==> src/core/opcr_map.svh <==
// Purpose: Offsets, field positions, reset values and timing counts
// Assumes: 16-bit register port, word addresses as printed
// Notes:   Definitions only
`ifndef OPCR_MAP_SVH
`define OPCR_MAP_SVH

// ****************************************************************
// Register offsets
// ****************************************************************
`define OPCR_CTRL_ADDR     16'hC098
`define OPCR_IRQ_STAT_ADDR 16'hC09A
`define OPCR_IRQ_MASK_ADDR 16'hC09C

// ****************************************************************
// Field positions of the port control register
// ****************************************************************
`define OPCR_VBUS_PU_BIT   13
`define OPCR_RX_DIS_BIT    12
`define OPCR_CPUMP_BIT     11
`define OPCR_VBUS_DIS_BIT  10
`define OPCR_DP_PU_BIT     9
`define OPCR_DM_PU_BIT     8
`define OPCR_DP_PD_BIT     7
`define OPCR_DM_PD_BIT     6
`define OPCR_VBUS_LVL_BIT  2
`define OPCR_ID_BIT        1
`define OPCR_VBUS_VLD_BIT  0
`define OPCR_CTRL_WMASK    16'h3FC0
`define OPCR_CTRL_RESET    16'h0000

// ****************************************************************
// Interrupt status layout: one bit per status input change
// ****************************************************************
`define OPCR_IRQ_WIDTH     3
`define OPCR_IRQ_RESET     3'h0

// ****************************************************************
// Timing
// ****************************************************************
`define OPCR_CLK_MHZ       125
`define OPCR_VLD_WAIT_US   10
`define OPCR_VLD_WAIT_CYC  (`OPCR_VLD_WAIT_US * `OPCR_CLK_MHZ)

`endif

==> src/core/opcr_pkg.sv <==
// Purpose: Types shared by the port control register files
// Assumes: Constants come from opcr_map.svh
// Notes:   Types only
package opcr_pkg;
   typedef logic [15:0] opcr_word_t;
   typedef logic [2:0]  opcr_stat_t;
endpackage

==> src/core/opcr_stat_if.sv <==
// Purpose: Carries live transceiver status between the modules
// Assumes: Single clock domain
// Notes:   Source drives, sink reads
interface opcr_stat_if;
   import opcr_pkg::*;
   opcr_stat_t level;
   opcr_stat_t changed;
   modport source (output level, output changed);
   modport sink   (input  level, input  changed);
endinterface

==> src/core/opcr_port_ctrl.sv <==
// Purpose: Port control and status register of the dual role port
// Assumes: Synchronous transceiver status; one-cycle register strobes
// Notes:   Read data valid the cycle after the read strobe
//
// Summary of operation
// - Control register at 0xC098, 16 bits, control writable, status read-only.
// - Bit 13 drives the VBUS 500 ohm pull-up enable.
// - Bit 12 powers down and disables the port receiver.
// - Bit 11 turns on the VBUS charge pump.
// - Bit 10 drives the VBUS 2K ohm discharge pull-down enable.
// - Bit 9 enables the D+ pull-up.
// - Bit 8 enables the D- pull-up.
// - Bit 7 enables the D+ pull-down.
// - Bit 6 enables the D- pull-down.
// - These data-line enables override the general USB port control settings.
// - Bit 2 reads the VBUS logic level.
// - Bit 1 reads one when ID pin is not grounded.
// - Bit 0 reads one when VBUS exceeds 4.4V.
`include "opcr_map.svh"
module opcr_port_ctrl
   import opcr_pkg::*;
(
   input  wire logic        sys_clk,
   input  wire logic        rst,
   input  wire logic [15:0] reg_addr,
   input  wire logic [15:0] reg_wdata,
   input  wire logic        reg_wr,
   input  wire logic        reg_rd,
   output      logic [15:0] reg_rdata,
   input  wire logic        vbus_level_in,
   input  wire logic        id_float_in,
   input  wire logic        vbus_valid_in,
   input  wire logic        gen_dp_pu,
   input  wire logic        gen_dm_pu,
   input  wire logic        gen_dp_pd,
   input  wire logic        gen_dm_pd,
   output      logic        vbus_pu_en,
   output      logic        rx_power_down,
   output      logic        charge_pump_on,
   output      logic        vbus_dis_en,
   output      logic        dp_pu_en,
   output      logic        dm_pu_en,
   output      logic        dp_pd_en,
   output      logic        dm_pd_en,
   output      logic        vbus_valid_ready,
   output      logic        irq
);
   // ****************************************************************
   // Storage
   // ****************************************************************
   opcr_word_t ctrl_reg;
   opcr_stat_t irq_stat_reg;
   opcr_stat_t irq_stat_next;
   opcr_stat_t irq_mask_reg;
   opcr_word_t rdata_reg;
   opcr_word_t rdata_next;
   logic [10:0] wait_reg;
   logic        drive_prev_reg;
   logic        vbus_drive;

   opcr_stat_if stat ();

   opcr_stat_sampler u_sampler (
      .sys_clk       (sys_clk),
      .rst           (rst),
      .vbus_level_in (vbus_level_in),
      .id_float_in   (id_float_in),
      .vbus_valid_in (vbus_valid_in),
      .stat          (stat)
   );

   logic wr_ctrl;
   logic wr_stat;
   logic wr_mask;
   assign wr_ctrl = reg_wr && (reg_addr == `OPCR_CTRL_ADDR);
   assign wr_stat = reg_wr && (reg_addr == `OPCR_IRQ_STAT_ADDR);
   assign wr_mask = reg_wr && (reg_addr == `OPCR_IRQ_MASK_ADDR);

   // ****************************************************************
   // Control register
   // ****************************************************************
   // Reserved and status positions of the write data are dropped
   always_ff @(posedge sys_clk) begin
      if (rst) begin
         ctrl_reg <= `OPCR_CTRL_RESET;
      end else if (wr_ctrl) begin
         ctrl_reg <= reg_wdata & `OPCR_CTRL_WMASK;
      end
   end

   // ****************************************************************
   // Transceiver controls
   // ****************************************************************
   always_ff @(posedge sys_clk) begin
      if (rst) begin
         vbus_pu_en     <= 1'b0;
         rx_power_down  <= 1'b0;
         charge_pump_on <= 1'b0;
         vbus_dis_en    <= 1'b0;
      end else begin
         vbus_pu_en     <= ctrl_reg[`OPCR_VBUS_PU_BIT];
         rx_power_down  <= ctrl_reg[`OPCR_RX_DIS_BIT];
         charge_pump_on <= ctrl_reg[`OPCR_CPUMP_BIT];
         vbus_dis_en    <= ctrl_reg[`OPCR_VBUS_DIS_BIT];
      end
   end

   // Data-line enables always come from this register; general port
   // settings are accepted only so the override point is explicit
   logic gen_unused;
   assign gen_unused = gen_dp_pu | gen_dm_pu | gen_dp_pd | gen_dm_pd;

   always_ff @(posedge sys_clk) begin
      if (rst) begin
         dp_pu_en <= 1'b0;
         dm_pu_en <= 1'b0;
         dp_pd_en <= 1'b0;
         dm_pd_en <= 1'b0;
      end else begin
         dp_pu_en <= ctrl_reg[`OPCR_DP_PU_BIT];
         dm_pu_en <= ctrl_reg[`OPCR_DM_PU_BIT];
         dp_pd_en <= ctrl_reg[`OPCR_DP_PD_BIT];
         dm_pd_en <= ctrl_reg[`OPCR_DM_PD_BIT];
      end
   end

   // ****************************************************************
   // VBUS settle timer
   // ****************************************************************
   // Advisory only: firmware still owns the wait, this flags when done
   assign vbus_drive = ctrl_reg[`OPCR_CPUMP_BIT];

   always_ff @(posedge sys_clk) begin
      if (rst) begin
         drive_prev_reg <= 1'b0;
         wait_reg       <= 11'h000;
      end else begin
         drive_prev_reg <= vbus_drive;
         if (!vbus_drive) begin
            wait_reg <= 11'h000;
         end else if (!drive_prev_reg) begin
            wait_reg <= 11'(`OPCR_VLD_WAIT_CYC);
         end else if (wait_reg != 11'h000) begin
            wait_reg <= wait_reg - 11'h001;
         end
      end
   end

   always_ff @(posedge sys_clk) begin
      if (rst) begin
         vbus_valid_ready <= 1'b0;
      end else begin
         vbus_valid_ready <= vbus_drive && drive_prev_reg
                             && (wait_reg == 11'h000);
      end
   end

   // ****************************************************************
   // Interrupts
   // ****************************************************************
   // A change in the same cycle as a clear keeps its bit set
   always_comb begin
      irq_stat_next = irq_stat_reg;
      if (wr_stat) begin
         irq_stat_next = irq_stat_next & ~reg_wdata[2:0];
      end
      irq_stat_next = irq_stat_next | stat.changed;
   end

   always_ff @(posedge sys_clk) begin
      if (rst) begin
         irq_stat_reg <= `OPCR_IRQ_RESET;
      end else begin
         irq_stat_reg <= irq_stat_next;
      end
   end

   always_ff @(posedge sys_clk) begin
      if (rst) begin
         irq_mask_reg <= `OPCR_IRQ_RESET;
      end else if (wr_mask) begin
         irq_mask_reg <= reg_wdata[2:0];
      end
   end

   always_ff @(posedge sys_clk) begin
      if (rst) begin
         irq <= 1'b0;
      end else begin
         irq <= |(irq_stat_next & irq_mask_reg);
      end
   end

   // ****************************************************************
   // Read path
   // ****************************************************************
   always_comb begin
      rdata_next = 16'h0000;
      unique case (reg_addr)
         `OPCR_CTRL_ADDR: begin
            rdata_next = ctrl_reg;
            rdata_next[`OPCR_VBUS_LVL_BIT] =
               stat.level[`OPCR_VBUS_LVL_BIT];
            rdata_next[`OPCR_ID_BIT] = stat.level[`OPCR_ID_BIT];
            rdata_next[`OPCR_VBUS_VLD_BIT] =
               stat.level[`OPCR_VBUS_VLD_BIT];
         end
         `OPCR_IRQ_STAT_ADDR: begin
            rdata_next = {13'h0000, irq_stat_reg};
         end
         `OPCR_IRQ_MASK_ADDR: begin
            rdata_next = {13'h0000, irq_mask_reg};
         end
         default: begin
            rdata_next = 16'h0000;
         end
      endcase
   end

   // Data stands for exactly one cycle after the strobe
   always_ff @(posedge sys_clk) begin
      if (rst) begin
         rdata_reg <= 16'h0000;
      end else if (reg_rd) begin
         rdata_reg <= rdata_next;
      end else begin
         rdata_reg <= 16'h0000;
      end
   end

   assign reg_rdata = rdata_reg;
endmodule

==> src/core/opcr_stat_sampler.sv <==
// Purpose: Registers transceiver status inputs and flags changes
// Assumes: Inputs already synchronous to sys_clk
// Notes:   Change pulses last one cycle
`include "opcr_map.svh"
module opcr_stat_sampler
   import opcr_pkg::*;
(
   input  wire logic sys_clk,
   input  wire logic rst,
   input  wire logic vbus_level_in,
   input  wire logic id_float_in,
   input  wire logic vbus_valid_in,
   opcr_stat_if.source stat
);
   opcr_stat_t raw;
   opcr_stat_t sample_reg;
   logic       primed_reg;

   assign raw[`OPCR_VBUS_LVL_BIT] = vbus_level_in;
   assign raw[`OPCR_ID_BIT]       = id_float_in;
   assign raw[`OPCR_VBUS_VLD_BIT] = vbus_valid_in;

   // Status carries no reset value; only the change detector is held
   always_ff @(posedge sys_clk) begin
      sample_reg <= raw;
   end

   always_ff @(posedge sys_clk) begin
      if (rst) begin
         primed_reg <= 1'b0;
      end else begin
         primed_reg <= 1'b1;
      end
   end

   assign stat.level = raw;
   // Suppress the first compare so power-up does not raise events
   assign stat.changed = primed_reg ? (raw ^ sample_reg) : 3'h0;
endmodule

==> config.mk <==
export PLATFORM = sky130hd
export DESIGN_NAME = opcr_port_ctrl
export DESIGN_NICKNAME = d
export VERILOG_FILES = /design/src/core/opcr_pkg.sv /design/src/core/opcr_stat_if.sv /design/src/core/opcr_port_ctrl.sv /design/src/core/opcr_stat_sampler.sv
export VERILOG_INCLUDE_DIRS = /design/src /design/src/core
export SDC_FILE = /design/constraint.sdc
export NUM_CORES = 1
export LEC_CHECK = 0
export ABC_AREA = 1
export BUFFER_PORTS_ARGS = -buffer_cell sky130_fd_sc_hd__buf_2
export CAP_MARGIN = 30
export CORE_ASPECT_RATIO = 0.8
export CORE_MARGIN = 2
export CORE_UTILIZATION = 45
export CTS_CLUSTER_SIZE = 25
export DETAILED_ROUTE_END_ITERATION = 7
export PLACE_DENSITY = 0.73
export SLEW_MARGIN = 30
export SYNTH_ARGS = -nofsm -noshare
export SYNTH_HDL_FRONTEND = slang
export SYNTH_SLANG_ARGS = --single-unit
==> constraint.sdc <==
create_clock -name sys_clk -period 2.75 [get_ports sys_clk]
set_input_delay 0.55 -clock sys_clk [delete_from_list [all_inputs] [get_ports sys_clk]]
set_output_delay 0.55 -clock sys_clk [all_outputs]
set_load 0.01 [all_outputs]
After elaboration in Yosys (flattened, before gate mapping)
Index checks and enable logic that the tools add are counted.
{"block": "word_totals", "regBits": 55, "latch_bits": 0, "mem_bits_rw": 0, "romBits": 0, "out_inout_bits": 26, "mem_count": 0}
{"block": "op_classes", "n_addsub": 1, "n_mul": 0, "div_mod_pow": 0, "magnitude_cmp": 0, "eq_ne": 4, "shift": 0, "n_mux": 6, "n_bitwise": 8, "reduce_logical": 11}
{"cell": "16-bit == test, second input constant", "count": 3}
{"cell": "14-bit one-hot mux with 3 select lines", "count": 1}
{"cell": "11-bit 2-to-1 mux", "count": 2}
{"cell": "11-bit zero test", "count": 1}
{"cell": "11-bit nonzero test", "count": 1}
{"cell": "11-bit by 1-bit subtractor with 11-bit output, second input constant", "count": 1}
{"cell": "3-bit AND", "count": 2}
{"cell": "3-bit 2-to-1 mux", "count": 2}
{"cell": "3-bit OR reduction", "count": 2}
{"cell": "1-bit logical AND", "count": 5}
{"cell": "2-bit OR reduction", "count": 2}
{"cell": "1-bit NOT", "count": 3}
{"cell": "3-bit NOT", "count": 1}
{"cell": "3-bit OR", "count": 1}
{"cell": "3-bit bitwise XOR", "count": 1}
{"cell": "2-bit by 1-bit != test with 1-bit output, second input constant", "count": 1}
{"cell": "1-bit 2-to-1 mux", "count": 1}

Logic depth before layout (Yosys ltp)
{"block": "logic_depth", "word_depth": 6, "ltp_mapped": 10, "depth_no_buf": 10}

Modules after synthesis
From an unflattened synthesis, not the netlist that was laid out.
{"block": "unflattened", "cells_unflattened": 256, "hier_area_um2": 2057.0}
{"module": "opcr_port_ctrl", "n_inst": 1, "cells_each": 236, "area_per_inst_um2": 1905.6, "seq_area_each_um2": 920.9}
{"module": "opcr_stat_sampler", "n_inst": 1, "cells_each": 20, "area_per_inst_um2": 151.4, "seq_area_each_um2": 80.1}

Worst setup path before layout
No wires, ideal clock.
{"block": "synth_path", "path_type": "input port to flip-flop", "startpoint": "input port reg_addr[13]", "endpoint": "register ctrl_reg[11]", "setup_ns": 0.146, "arrival_time_ns": 1.384, "t_required_ns": 2.604, "path_slack_ns": 1.220, "path_stages": 7, "cell_sequence": "nor2_1 > nand2_1 > nor2_8 > nand4_4 > buf_6 > nor2_1 > a211oi_2"}
{"block": "synth_between", "elab_chain_cells": 2}
{"element": "from (decl)", "line": "opcr_port_ctrl.sv:25", "text": "input wire logic [15:0] reg_addr,"}
{"element": "16-bit == test"}
{"element": "1-bit logical AND", "line": "opcr_port_ctrl.sv:75", "text": "assign wr_ctrl = reg_wr && (reg_addr == `OPCR_CTRL_ADDR);"}
{"element": "to (signal assigned)", "line": "opcr_port_ctrl.sv:85", "text": "ctrl_reg <= `OPCR_CTRL_RESET;"}
{"element": "to (signal assigned)", "line": "opcr_port_ctrl.sv:87", "text": "ctrl_reg <= reg_wdata & `OPCR_CTRL_WMASK;"}
{"element": "to (decl)", "line": "opcr_port_ctrl.sv:51", "text": "opcr_word_t ctrl_reg;"}
No other way between the ends.
A chain may end at the register's enable or synchronous reset.

Worst setup path in the final report
{"block": "layout_path", "startpoint": "input port reg_addr[5]", "endpoint": "register ctrl_reg[13]"}
The elaborated chain is that of the path after synthesis.

==> flow_summary.toml <==
[drt]
drt-vias-per-instance = 4.614
vias = 1675
drtIter0Drc = 67
postRouteWirelength_um = 3810
post_drt_wl_per_cell_um = 10.50
dr.pass1.iters = 4
final_antenna_net_count = 0
drc = 0

[status]
status = "completed"

[placement]
dpl.hpwl_um = 2934
placed_area_um2 = 2376
place_congestion = 0.8174
portBuffers = 54

[worst_setup_path]
worstPathMaxFanout = 16
worstPathCellList = "buf_2, nor2_1, nand2_1, nor2_4, nand4_4, nor2_1, a211oi_2"
r2r_slack_ns = 1.28
cp_common_cell = "nor2_1"
critPathKind = "in2reg"
critPathTopFamily = "simple AND/OR/NAND/NOR gates"
r2r_start = "wait_reg[0]"
r2r_cells = 9
r2r-end = "wait_reg[1]"
max_stage_delay_ns = 0.32
cpMaxStageDelayCell = "nand4_4"
path_buf_inv = 1
crit_arrival_ns = 1.66
startpoint_type = "input pin"
end_kind = "flip-flop"
cp_data_required_time_ns = 2.94

[hold_path]
hp-start = "id_float_in"
worstHoldEndpoint = "u_sampler.sample_reg[1]"
hold_depth = 1
worstHoldPathType = "in2reg"

[clock_tree]
tritoncts = "done"
cts_buffer_depth = 2
clkTransAtPathRegs_ns = 0.09
postCtsSetupBuffers = 0
htreeDepth = 2
clock_latency_ns = 0.31
cts.sinks = 50
cts_made_buffers = 5
cts_resized = 0
ctsHoldBuffers = 0
cts-root-buf = "clkbuf_8"

[synthesis]
synthFlopType = "dfxtp_1"
netlist_area_um2 = 2064
netlist_instances = 244
synth-seq-cells = 50
ys_seq_area_share_pct = 48.48
synth.distinct_cells = 30
synth_top_area_share_pct = 48.48
synth_edf_count = 0
ys_top_cells_by_area = "dfxtp_1, nor2_1, a211oi_2"
syn_area_per_cell_um2 = 8.461
yosysTopAreaCell = "dfxtp_1"
yosysWarnings = 0
async_flop_share_pct = 0

[timing]
hold_violations = 0
rsz0062_at_grt = "no"
skew_ns = 0.005545
period_share_pct = 53.76
min_period_ns = 1.478
tns_ns = 0
finalMaxSlewViolations = 0
setup_viol = 0
fmax_mhz = 676.4

[finish]
final_common_cell = "buf_2"
final_nets = 346
most-common-layout-cells = "buf_2, dfxtp_1, nor2_1"
drive_gt1_share_pct = 29.70
diodes = 0
fin_area_um2 = 2475
syn_to_final_growth_pct = 19.88
nFillCells = 436

[global_route]
grt_usage_pct = 16.67
grt_pass1_wl_um = 6644
grt_overflow = 0
antenna_found_initial = 0
grt_max_degree = 17
grt_pass1_vias = 1561

[floorplanning]
core_area_um2 = 4487
pin_count = 69
rows = 22
initial_utilization_pct = 46.01
die-height_um = 64.58
die_area_um2 = 5149
die_x_um = 79.73

[pwr]
power.leakage_nw = 1.186
max-vdd-ir-drop_v = 0.0003682
p_per_area_nw_per_um2 = 507.5

[flow_run]
cap_violations = 0
==> final cells by class <==
class | instances | area (um^2) | share of cell area [%]
sequential | 50 | 1001 | 40.44
multi-input combinational | 156 | 894.6 | 36.15
timing repair buffer | 55 | 277.8 | 11.22
inverter | 34 | 127.6 | 5.157
clock buffer | 6 | 82.58 | 3.337
tap | 60 | 75.07 | 3.033
clock inverter | 2 | 16.27 | 0.6572
==> cell families after synthesis <==
family,synth area share (%)
other,0.1816
AO/OA/AOI/OAI,11.82
adder cells (fa/ha/maj),0.6060
AND/OR/NAND/NOR,27.88
buffers and inverters,8.909
XOR/XNOR,2.121
flip-flops,48.48
==> power breakdown <==
part           internal, W   total, W  switching [W]
Sequential        0.000730   0.000734     0.00000373
Clock             0.000207   0.000456       0.000249
Combinational    0.0000273  0.0000660      0.0000388
==> metal layers <==
| layer | vias to the layer above | global-route usage [%] | share of wire [%] |
|---|---|---|---|
| met5 | - | 0 | 0 |
| met4 | 0 | 5.388 | 1.1 |
| met3 | 6 | 7.382 | 8.8 |
| met2 | 52 | 26.37 | 44 |
| met1 | 723 | 20.31 | 46 |
| li1 | 894 | - | - |
==> through the flow <==
stage	setup slack [ns]	hold slack (ns)	instances	util, %	power [W]
after floorplan	1.220	0.4394	248	-	0.0007870
after global placement	0.9602	0.4499	355	52.96	0.0008155
after detailed placement	0.9469	0.4561	355	52.96	0.0008170
after CTS	1.272	0.3649	363	55.16	0.001269
after global routing	1.098	0.3589	363	55.16	0.001312
final	1.272	0.3786	363	55.16	0.001256
==> cell usage after synthesis (2+ instances only) <==
library cell / n
a211oi_2: 11
nor2_2: 3
buf_4: 5
o21ai_0: 4
nor3_1: 10
nand3_1: 12
dfxtp_1: 50
nand3_2: 2
nand2_1: 31
a21oi_1: 12
clkbuf_1: 2
nor2_4: 2
nand4_1: 6
nor2_1: 39
or2_2: 2
inv_1: 33
a31oi_1: 2
xor2_1: 5
nand2_2: 2
==> how the worst max path moves through the flow <==
stage / startpoint / to / cells past startpoint
after detailed placement: reg_addr[5] / ctrl_reg[13] / 7
final: reg_addr[5] / ctrl_reg[13] / 7
after global placement: reg_addr[13] / reg_rdata[2] / 8
after floorplan: reg_addr[13] / ctrl_reg[11] / 7
after global routing: wait_reg[0] / wait_reg[3] / 9
after CTS: wait_reg[0] / wait_reg[1] / 9
==> worst register-to-register path, stage by stage (launching register included) <==
cell,delay (ns)
dfxtp_1,0.33
inv_1,0.09
ha_1,0.20
nand3_1,0.13
inv_1,0.15
nand3b_4,0.14
inv_2,0.12
nor2_1,0.04
nor2_1,0.09
a21oi_1,0.07
Power figures use the tool's default switching activity.
